==> src/rtl/fwsp_pkg.sv <==
package fwsp_pkg;
    // Instruction codes
    localparam logic [7:0] OPC_SET_LATCH = 8'h06;
    localparam logic [7:0] OPC_CLR_LATCH = 8'h04;
    localparam logic [7:0] OPC_READ_ID = 8'h9F;
    localparam logic [7:0] OPC_READ_STAT = 8'h05;
    localparam logic [7:0] OPC_WRITE_STAT = 8'h01;
    // Status byte layout
    localparam int ST_BUSY = 0;
    localparam int ST_WEL = 1;
    localparam int ST_GUARD_LO = 2;
    localparam int ST_GUARD_HI = 4;
    localparam int ST_LOCK = 7;
    localparam logic [2:0] GUARD_RESET = 3'h0;
    localparam logic LOCK_RESET = 1'b0;
    // Identity value is arbitrary
    localparam logic [23:0] IDENTITY_DEFAULT = 24'hA55A3C;
    localparam logic [4:0] ID_LAST = 5'h17;
    localparam logic [4:0] ID_END = 5'h18;
    localparam logic [4:0] BYTE_LAST = 5'h07;
    // Timing
    localparam int unsigned CLOCK_KHZ = 40000;
    localparam int unsigned STATUS_WRITE_NS = 5000;
    localparam int unsigned STATUS_WRITE_CYCLES =
        (STATUS_WRITE_NS * CLOCK_KHZ + 999999) / 1000000;
    localparam int unsigned SCK_HALF_CYCLES = 4;
endpackage

==> src/rtl/fwsp_if.sv <==
`timescale 1ns/100ps
interface fwsp_if;
    logic cs_n;
    logic sck;
    logic mosi;
    logic write_protect_n;
    logic miso_out;
    logic miso_oe_n;
    logic miso;
    // Pull-up while the device leaves the line undriven
    assign miso = miso_oe_n ? 1'b1 : miso_out;
    modport device (
        input cs_n,
        input sck,
        input mosi,
        input write_protect_n,
        output miso_out,
        output miso_oe_n
    );
    modport host (
        output cs_n,
        output sck,
        output mosi,
        output write_protect_n,
        input miso
    );
endinterface

==> src/rtl/fwsp_device.sv <==
`timescale 1ns/100ps
module fwsp_device import fwsp_pkg::*; #(
    parameter int unsigned WRITE_CYCLES = STATUS_WRITE_CYCLES,
    parameter logic [23:0] IDENTITY = IDENTITY_DEFAULT
) (
    input wire logic clock,
    input wire logic resetn,
    fwsp_if.device link,
    input wire logic array_busy,
    input wire logic array_done,
    output logic write_latch_flag,
    output logic busy_flag,
    output logic [2:0] block_guard_bits,
    output logic chip_wipe_allowed,
    output logic hard_lock_mode
);
    typedef enum logic [7:0] {
        DS_IDLE = 8'b00000001,
        DS_OPC = 8'b00000010,
        DS_LATCH = 8'b00000100,
        DS_ID = 8'b00001000,
        DS_STAT = 8'b00010000,
        DS_WDATA = 8'b00100000,
        DS_WFULL = 8'b01000000,
        DS_DROP = 8'b10000000
    } fwsp_dstate_e;

    logic [2:0] sck_sync;
    logic [2:0] cs_sync;
    logic [1:0] mosi_sync;
    logic [1:0] wp_sync;
    logic sck_rise;
    logic sck_fall;
    logic cs_fall;
    logic cs_rise;
    logic selected;

    fwsp_dstate_e state_reg, state_next;
    logic [4:0] cnt_reg, cnt_next;
    logic [7:0] shift_reg, shift_next;
    logic [7:0] opc_reg, opc_next;
    logic [7:0] pend_reg, pend_next;
    logic miso_reg, miso_next;
    logic oe_n_reg, oe_n_next;
    logic wel_reg, wel_next;
    logic [2:0] guard_reg, guard_next;
    logic lock_reg, lock_next;
    logic wip_reg, wip_next;
    logic [15:0] timer_reg, timer_next;
    logic [7:0] sh;
    logic [7:0] status_byte;
    logic busy;
    logic hard_lock;

    // Pins cross two flops before any logic looks at them
    always_ff @(posedge clock or negedge resetn) begin
        if (!resetn) begin
            sck_sync <= 3'h0;
            cs_sync <= 3'h7;
            mosi_sync <= 2'h0;
            wp_sync <= 2'h3;
        end else begin
            sck_sync <= {sck_sync[1:0], link.sck};
            cs_sync <= {cs_sync[1:0], link.cs_n};
            mosi_sync <= {mosi_sync[0], link.mosi};
            wp_sync <= {wp_sync[0], link.write_protect_n};
        end
    end

    assign sck_rise = sck_sync[1] & ~sck_sync[2];
    assign sck_fall = ~sck_sync[1] & sck_sync[2];
    assign cs_fall = ~cs_sync[1] & cs_sync[2];
    assign cs_rise = cs_sync[1] & ~cs_sync[2];
    assign selected = ~cs_sync[1];

    assign busy = wip_reg | array_busy;
    assign hard_lock = lock_reg & ~wp_sync[1];
    always_comb begin
        status_byte = 8'h00;
        status_byte[ST_BUSY] = busy;
        status_byte[ST_WEL] = wel_reg;
        status_byte[ST_GUARD_HI:ST_GUARD_LO] = guard_reg;
        status_byte[ST_LOCK] = lock_reg;
    end

    always_comb begin
        state_next = state_reg;
        cnt_next = cnt_reg;
        shift_next = shift_reg;
        opc_next = opc_reg;
        pend_next = pend_reg;
        miso_next = miso_reg;
        oe_n_next = oe_n_reg;
        wel_next = wel_reg;
        guard_next = guard_reg;
        lock_next = lock_reg;
        wip_next = wip_reg;
        timer_next = timer_reg;
        sh = {shift_reg[6:0], mosi_sync[1]};
        if (array_done) begin
            wel_next = 1'b0;
        end
        // Self-timed status write; new guard values land at the end
        if (wip_reg) begin
            if (timer_reg == 16'h0000) begin
                wip_next = 1'b0;
                wel_next = 1'b0;
                guard_next = pend_reg[ST_GUARD_HI:ST_GUARD_LO];
                lock_next = pend_reg[ST_LOCK];
            end else begin
                timer_next = timer_reg - 16'h0001;
            end
        end
        if (cs_fall) begin
            state_next = DS_OPC;
            cnt_next = 5'h00;
        end else if (cs_rise) begin
            case (state_reg)
                DS_LATCH: begin
                    if (opc_reg == OPC_SET_LATCH) begin
                        wel_next = 1'b1;
                    end else begin
                        wel_next = 1'b0;
                    end
                end
                DS_WFULL: begin
                    // Refused silently: no latch, locked with pin low, or busy
                    if (wel_reg && !hard_lock && !busy) begin
                        wip_next = 1'b1;
                        timer_next = 16'(WRITE_CYCLES - 1);
                    end
                end
                default: begin
                end
            endcase
            state_next = DS_IDLE;
            oe_n_next = 1'b1;
        end else if (selected && sck_rise) begin
            shift_next = sh;
            cnt_next = cnt_reg + 5'h01;
            case (state_reg)
                DS_OPC: begin
                    if (cnt_reg == BYTE_LAST) begin
                        cnt_next = 5'h00;
                        opc_next = sh;
                        // Only status reads get through a running cycle
                        if (busy && sh != OPC_READ_STAT) begin
                            state_next = DS_DROP;
                        end else if (sh == OPC_SET_LATCH || sh == OPC_CLR_LATCH) begin
                            state_next = DS_LATCH;
                        end else if (sh == OPC_READ_ID) begin
                            state_next = DS_ID;
                        end else if (sh == OPC_READ_STAT) begin
                            state_next = DS_STAT;
                        end else if (sh == OPC_WRITE_STAT) begin
                            state_next = DS_WDATA;
                        end else begin
                            state_next = DS_DROP;
                        end
                    end
                end
                DS_LATCH: begin
                    state_next = DS_DROP;
                end
                DS_ID: begin
                    if (cnt_reg == ID_END) begin
                        cnt_next = cnt_reg;
                    end
                end
                DS_WDATA: begin
                    if (cnt_reg == BYTE_LAST) begin
                        pend_next = sh;
                        state_next = DS_WFULL;
                    end
                end
                DS_WFULL: begin
                    state_next = DS_DROP;
                end
                default: begin
                end
            endcase
        end else if (selected && sck_fall) begin
            case (state_reg)
                DS_ID: begin
                    oe_n_next = 1'b0;
                    if (cnt_reg <= ID_LAST) begin
                        miso_next = IDENTITY[ID_LAST - cnt_reg];
                    end else begin
                        miso_next = 1'b0;
                    end
                end
                DS_STAT: begin
                    oe_n_next = 1'b0;
                    // Live value each bit, repeating every byte
                    miso_next = status_byte[3'h7 - cnt_reg[2:0]];
                end
                default: begin
                end
            endcase
        end
    end

    always_ff @(posedge clock or negedge resetn) begin
        if (!resetn) begin
            state_reg <= DS_IDLE;
            cnt_reg <= 5'h00;
            shift_reg <= 8'h00;
            opc_reg <= 8'h00;
            pend_reg <= 8'h00;
            miso_reg <= 1'b0;
            oe_n_reg <= 1'b1;
            wel_reg <= 1'b0;
            guard_reg <= GUARD_RESET;
            lock_reg <= LOCK_RESET;
            wip_reg <= 1'b0;
            timer_reg <= 16'h0000;
        end else begin
            state_reg <= state_next;
            cnt_reg <= cnt_next;
            shift_reg <= shift_next;
            opc_reg <= opc_next;
            pend_reg <= pend_next;
            miso_reg <= miso_next;
            oe_n_reg <= oe_n_next;
            wel_reg <= wel_next;
            guard_reg <= guard_next;
            lock_reg <= lock_next;
            wip_reg <= wip_next;
            timer_reg <= timer_next;
        end
    end

    assign link.miso_out = miso_reg;
    assign link.miso_oe_n = oe_n_reg;
    assign write_latch_flag = wel_reg;
    assign busy_flag = busy;
    assign block_guard_bits = guard_reg;
    assign chip_wipe_allowed = wel_reg & (guard_reg == 3'h0);
    assign hard_lock_mode = hard_lock;
endmodule

==> src/flat_wrapper.sv <==
// flat-port wrapper written by rule: the top's interface ports become plain ports
module fwsp_device_flat import fwsp_pkg::*;
#(
    parameter int unsigned WRITE_CYCLES = STATUS_WRITE_CYCLES,
    parameter logic [23:0] IDENTITY = IDENTITY_DEFAULT
)
  (clock, resetn, array_busy, array_done, write_latch_flag, busy_flag, block_guard_bits, chip_wipe_allowed, hard_lock_mode, link_cs_n, link_sck, link_mosi, link_write_protect_n, link_miso_out, link_miso_oe_n);
  fwsp_if link_i ();
  input wire logic clock;
  input wire logic resetn;
  input wire logic array_busy;
  input wire logic array_done;
  output logic write_latch_flag;
  output logic busy_flag;
  output logic [2:0] block_guard_bits;
  output logic chip_wipe_allowed;
  output logic hard_lock_mode;
  input wire logic [$bits(link_i.cs_n)-1:0] link_cs_n;
  input wire logic [$bits(link_i.sck)-1:0] link_sck;
  input wire logic [$bits(link_i.mosi)-1:0] link_mosi;
  input wire logic [$bits(link_i.write_protect_n)-1:0] link_write_protect_n;
  output wire logic [$bits(link_i.miso_out)-1:0] link_miso_out;
  output wire logic [$bits(link_i.miso_oe_n)-1:0] link_miso_oe_n;
  assign link_i.cs_n = link_cs_n;
  assign link_i.sck = link_sck;
  assign link_i.mosi = link_mosi;
  assign link_i.write_protect_n = link_write_protect_n;
  assign link_miso_out = link_i.miso_out;
  assign link_miso_oe_n = link_i.miso_oe_n;
  fwsp_device #(.WRITE_CYCLES(WRITE_CYCLES), .IDENTITY(IDENTITY)) u_core (.clock(clock), .resetn(resetn), .link(link_i), .array_busy(array_busy), .array_done(array_done), .write_latch_flag(write_latch_flag), .busy_flag(busy_flag), .block_guard_bits(block_guard_bits), .chip_wipe_allowed(chip_wipe_allowed), .hard_lock_mode(hard_lock_mode));
endmodule
==> config.mk <==
export PLATFORM = sky130hd
export DESIGN_NAME = fwsp_device_flat
export DESIGN_NICKNAME = d
export VERILOG_FILES = /design/src/rtl/fwsp_pkg.sv /design/src/rtl/fwsp_if.sv /design/src/rtl/fwsp_device.sv /design/src/flat_wrapper.sv
export SDC_FILE = /design/constraint.sdc
export NUM_CORES = 1
export LEC_CHECK = 0
export ABC_AREA = 0
export BUFFER_PORTS_ARGS = -buffer_cell sky130_fd_sc_hd__buf_2
export CAP_MARGIN = 20
export CORE_ASPECT_RATIO = 1.25
export CORE_MARGIN = 10
export CORE_UTILIZATION = 65
export DETAILED_ROUTE_END_ITERATION = 8
export HOLD_SLACK_MARGIN = 0.06
export PLACE_DENSITY = 0.84
export SYNTH_ARGS = -nofsm -noshare
export SYNTH_HDL_FRONTEND = slang
export SYNTH_SLANG_ARGS = --single-unit
==> constraint.sdc <==
create_clock -name clock -period 6.33 [get_ports clock]
set_clock_uncertainty 0.1 [all_clocks]
set_input_delay 0.3165 -clock clock [delete_from_list [all_inputs] [get_ports clock]]
set_output_delay 0.3165 -clock clock [all_outputs]
set_load 0.01 [all_outputs]
# Yosys cells after proc, flatten, opt, wreduce, memory -nomap -nowiden
# Memory sizes are Yosys's and may differ from the RTL's.
# Cells that the tools add are included.
# word_totals
regBits	70
romBits	32
inputBits	8
memories	1
# op_classes
addsub	4
order_cmp	3
n_eq_ne	20
mux	45
bitwise	15
reduce_logical	26
# mem_list
memory	depth	word_bits	rd	rd_clocked_by_memory_dff	wr	line	source
(name not given)	32	1	1	0	0	fwsp_device.sv:187	miso_next = IDENTITY[ID_LAST - cnt_reg];
# op_table
operator	n
$mux 16	6
$mux 8	10
$eq 8x3->1 const B	5
$mux 5	5
$pmux 8 s3	1
$mux 1	20
$logic_not 16->1	1
$sub 16x1->16 const B	1
$reduce_and 5->1	3
$pmux 5 s2	1
$eq 8x1->1 const B	1
$eq 8x2->1 const B	1
$eq 8x4->1 const B	1
$eq 8x5->1 const B	1
$eq 8x6->1 const B	1
$eq 8x7->1 const B	1
$eq 8x8->1 const B	1
$ne 4x1->1 const B	2
$ne 8x3->1 const B	1
$not 1->1	8
$reduce_and 4->1	2
$reduce_bool 2->1	4
$and 1x1->1	6
$lt 5x6->1 const B	1
other kinds (21)	29

# Logic depth before layout (Yosys ltp)
# logic_depth
word_depth	11
mapped_depth	8

# Worst setup path before layout
# Ideal clock, no wire load.
# synth_timing
path_type	register to register
start	register u_core.cs_sync[1]
end	register u_core.state_reg[5]
setup_time_ns	0.110
t_arrival_ns	2.151
required_ns	6.120
path_slack_ns	3.968
path_stages_with_launch	7
n_path_buf	0
period_less_slack_ns	2.362
path_cell_list	dfstp_2 -> inv_1 -> ha_1 -> or2_2 -> nor3_1 -> nand4_1 -> o41ai_1
# synth_via
elab_chain_len	4
word_cells_on_any_way	11
classes_between	eq/ne: 2; mux: 2; bitwise: 3; reduce/logical: 4
# synth_lines
element	line	source
start: declaration	fwsp_device.sv:29	logic [2:0] cs_sync;
start signal: assignment	fwsp_device.sv:64	cs_sync <= {cs_sync[1:0], link.cs_n};
$not 1->1 (*)	fwsp_device.sv:72	assign cs_fall = ~cs_sync[1] & cs_sync[2];
$and 1x1->1 (*)	fwsp_device.sv:72	
named net u_core.cs_fall	fwsp_device.sv:34	logic cs_fall;
$ne 4x1->1 (no line), or another cell as far along	--	
$reduce_and 4->1 (no line)	--	
end signal: assignment	fwsp_device.sv:218	state_reg <= state_next;
end: declaration	fwsp_device.sv:38	fwsp_dstate_e state_reg, state_next;
# The timed path passes the listed nets; every way through them passes the cells marked *.
# A chain may end at the register's enable or synchronous reset.

# Worst setup path in the final report
# layout_timing
start	register u_core.timer_reg[10]
end	register u_core.guard_reg[0] (netlist: u_core.block_guard_bits[0])
# layout_via
elab_chain_len	2
# layout_lines
element	line	source
start: declaration	fwsp_device.sv:49	logic [15:0] timer_reg, timer_next;
start signal: assignment	fwsp_device.sv:229	timer_reg <= timer_next;
$logic_not 16->1	fwsp_device.sv:105	if (timer_reg == 16'h0000) begin
$reduce_and 2->1 (no line)	--	
end signal: assignment	fwsp_device.sv:226	guard_reg <= guard_next;
end: declaration	fwsp_device.sv:46	logic [2:0] guard_reg, guard_next;
# Every way passes these cells.

==> flow_summary.yaml <==
finish:
  fin_cells: 403
  fin_area_um2: 3700
  layout_common_cells: "59 x dfrtp_1, 26 x nor2_1, 26 x nand2_1"
  seqCellArea_um2: 1660
  final_common_cell: "dfrtp_1"
  area_growth_pct: 11.7
  largest_reg_flops: 16
  multiInputGateArea_um2: 1570
  nFillCells: 344
  layout-drive-gt1-share: 0.214
  layout.nets: 353
  antenna_cells: 0
setup_path:
  startpoint: "u_core.timer_reg[10]$_DFF_PN0_"
  path_depth: 4
  arrival_ps: 2990
  worstPathRequired_ps: 6460
  worstPathCellList: "nor4_1 -> nand4_1 -> or3_1 -> mux2_2"
  cp_slowest_cell: "nand4_1"
  critPathKind: "reg2reg"
  reg2regPathDepth: 4
  crit_family: "simple AND/OR/NAND/NOR gates"
  cp_max_fo: 15
  rr_startpoint: "u_core.timer_reg[10]$_DFF_PN0_"
  critPathCaptureType: "register"
  critPathMaxStageDelay_ps: 650
  rr_endpoint: "u_core.block_guard_bits[0]$_DFFE_PN0P_"
  start_kind: "register"
  critical_path_buf_inv_count: 0
  rrSetupSlack_ps: 3470
  critPathCapture: "u_core.block_guard_bits[0]$_DFFE_PN0P_"
logic_synthesis:
  seq_area_frac_synth: 0.501
  synth_top_area_cell: "dfrtp_1"
  synth_top_area_share: 0.445
  synth_area_leaders: "dfrtp_1 45%, mux2_2 7.8%, dfstp_2 5.5%"
  synth-async-reset-ratio: 1.00
  synth-edff-count: 0
  yosys_warnings: 0
  synth.distinct_cells: 56
  postSynthCellCount: 314
  ys_seq_elements: 66
  syn_area_um2: 3310
  syn_area_per_cell_um2: 10.6
  synth_nets: 330
  ys_dominant_reg_cell: "dfrtp_1"
clock_tree:
  h-tree-depth: 3
  clockRootBuffer: "clkbuf_8"
  post_cts_buffers: 0
  ctsLongestPathBuffers: 2
  cts_made_buffers: 9
  clock-sinks: 66
  cts_hold_buf: 4
  insertion_delay_ps: 350
  tritoncts: "done"
  clkTransAtPathRegs_ps: 70
  cts_resized: 0
timing:
  fmax_ghz: 0.350
  timing.final.crit_share: 0.452
  maxSlewHeadroom: 0.387
  fin_tns_setup_ps: 0
  setup_slack_ps: 3470
  rsz0062_at_grt: "no"
  tightest_slew_ps: 912
  period_minus_slack_ps: 2860
  setup_viol: 0
  hold_violations: 0
  slew_violations: 0
floorplanning:
  dieHeight_um: 99.8
  coreArea_um2: 5010
  ios: 17
  initial_core_util: 0.662
  rows: 29
  fp.dieW_um: 83.9
  die_area_um2: 8370
hold_path:
  hold_path_class: "in2async"
run_status:
  status: "finished clean"
place:
  place_area_um2: 3440
  dp_cells: 384
  gp_congestion: 0.946
  numPortBuffers: 16
  preCtsSetupSlack_ps: 3680
  hpwl_mm: 4.87
global_routing:
  grt_pass1_vias: 2549
  track_usage: 0.178
  grt_pass1_wl_mm: 12.1
  antenna_found_initial: 0
  grt_start_max_net_pins: 67
  overflow: 0
detailed_routing:
  viasPerCell: 6.37
  drt.antenna.violating_nets: 0
  drtIter0Drc: 173
  drc_errors: 0
  firstDrtPassIters: 5
  detail_route.wirelength_mm: 7.36
  dr_total_vias: 2566
  wl_per_cell_um: 18.3
power_and_ir_drop:
  power_density_nw_per_um2: 290
  vdd_drop_max_mv: 0.190
  p_int_uw: 776
  p_leak_uw: 0.00161
  swShare: 0.278
  p_sw_uw: 299
  finalPower_uw: 1070
  p_seq_frac: 0.486
  pwr-share-comb: 0.143
  clockPowerShare: 0.371
job:
  cap_violations: 0
cells in the mapped netlist, types with 3 or more instances:
library cell	n
nor2b_1	5
nand4b_1	3
nor4_1	8
or4_1	4
nand3_1	5
dfrtp_1	59
o21ai_0	18
or3_1	5
or2_2	3
o31ai_1	4
mux2_2	23
xnor2_1	3
xor2_1	11
ha_1	8
nand4_1	9
nor2_1	26
nand2_1	26
nand2b_1	4
inv_1	13
nor3_1	9
dfstp_2	7
clkbuf_1	8
a21oi_1	7
mux2i_1	3
cell families after synthesis:
family                   after synthesis  synth area share
XOR/XNOR                              14            0.0370
adder cells (fa/ha/maj)                8            0.0302
AO/OA/AOI/OAI                         46            0.0921
flip-flops                            66             0.501
AND/OR/NAND/NOR                      132             0.227
multiplexers                          26            0.0872
buffers and inverters                 22            0.0253
stage by stage:
| stage | util | hold slack (ps) |
|---|---|---|
| floorplan | - | -79.1 |
| global placement | 0.688 | 233 |
| detailed placement | 0.688 | 241 |
| CTS | 0.740 | 62.5 |
| global route | 0.740 | 122 |
| finish | 0.740 | 41.4 |
how the worst min path moves through the flow:
stage / from / endpoint / depth (start not counted)
floorplan: resetn / u_core.block_guard_bits[0]$_DFFE_PN0P_ / 0
finish: resetn / u_core.state_reg[5]$_DFFE_PN0P_ / 2
global placement: u_core.mosi_sync[0]$_DFF_PN0_ / u_core.mosi_sync[1]$_DFF_PN0_ / 0
CTS: resetn / u_core.cnt_reg[2]$_DFFE_PN0P_ / 2
global route: resetn / u_core.state_reg[5]$_DFFE_PN0P_ / 2
detailed placement: u_core.sck_sync[0]$_DFF_PN0_ / u_core.sck_sync[1]$_DFF_PN0_ / 0
layout make-up:
| cell class | instances | area share |
|---|---|---|
| sequential | 66 | 0.448 |
| clock buffer | 13 | 0.0429 |
| inverter | 13 | 0.0132 |
| clock inverter | 2 | 0.0162 |
| timing repair buffer | 21 | 0.0345 |
| multi-input combinational | 226 | 0.424 |
| tap | 62 | 0.0209 |
power groups by stage:
stage / sequential (uW) / clock, uW / combinational [uW]
after floorplan: 510 / 0 / 114
after global placement: 526 / 0 / 146
after detailed placement: 527 / 0 / 149
after CTS: 521 / 404 / 154
after global routing: 530 / 419 / 170
final: 523 / 399 / 153
routing by layer:
| layer | track usage | routed length (um) | share of wire |
|---|---|---|---|
| met5 | 0 | 0 | 0 |
| met4 | 0.117 | 258 | 0.035 |
| met3 | 0.0373 | 371 | 0.050 |
| met2 | 0.302 | 3850 | 0.52 |
| met1 | 0.197 | 2880 | 0.39 |
(Power assumes the default switching activity.)
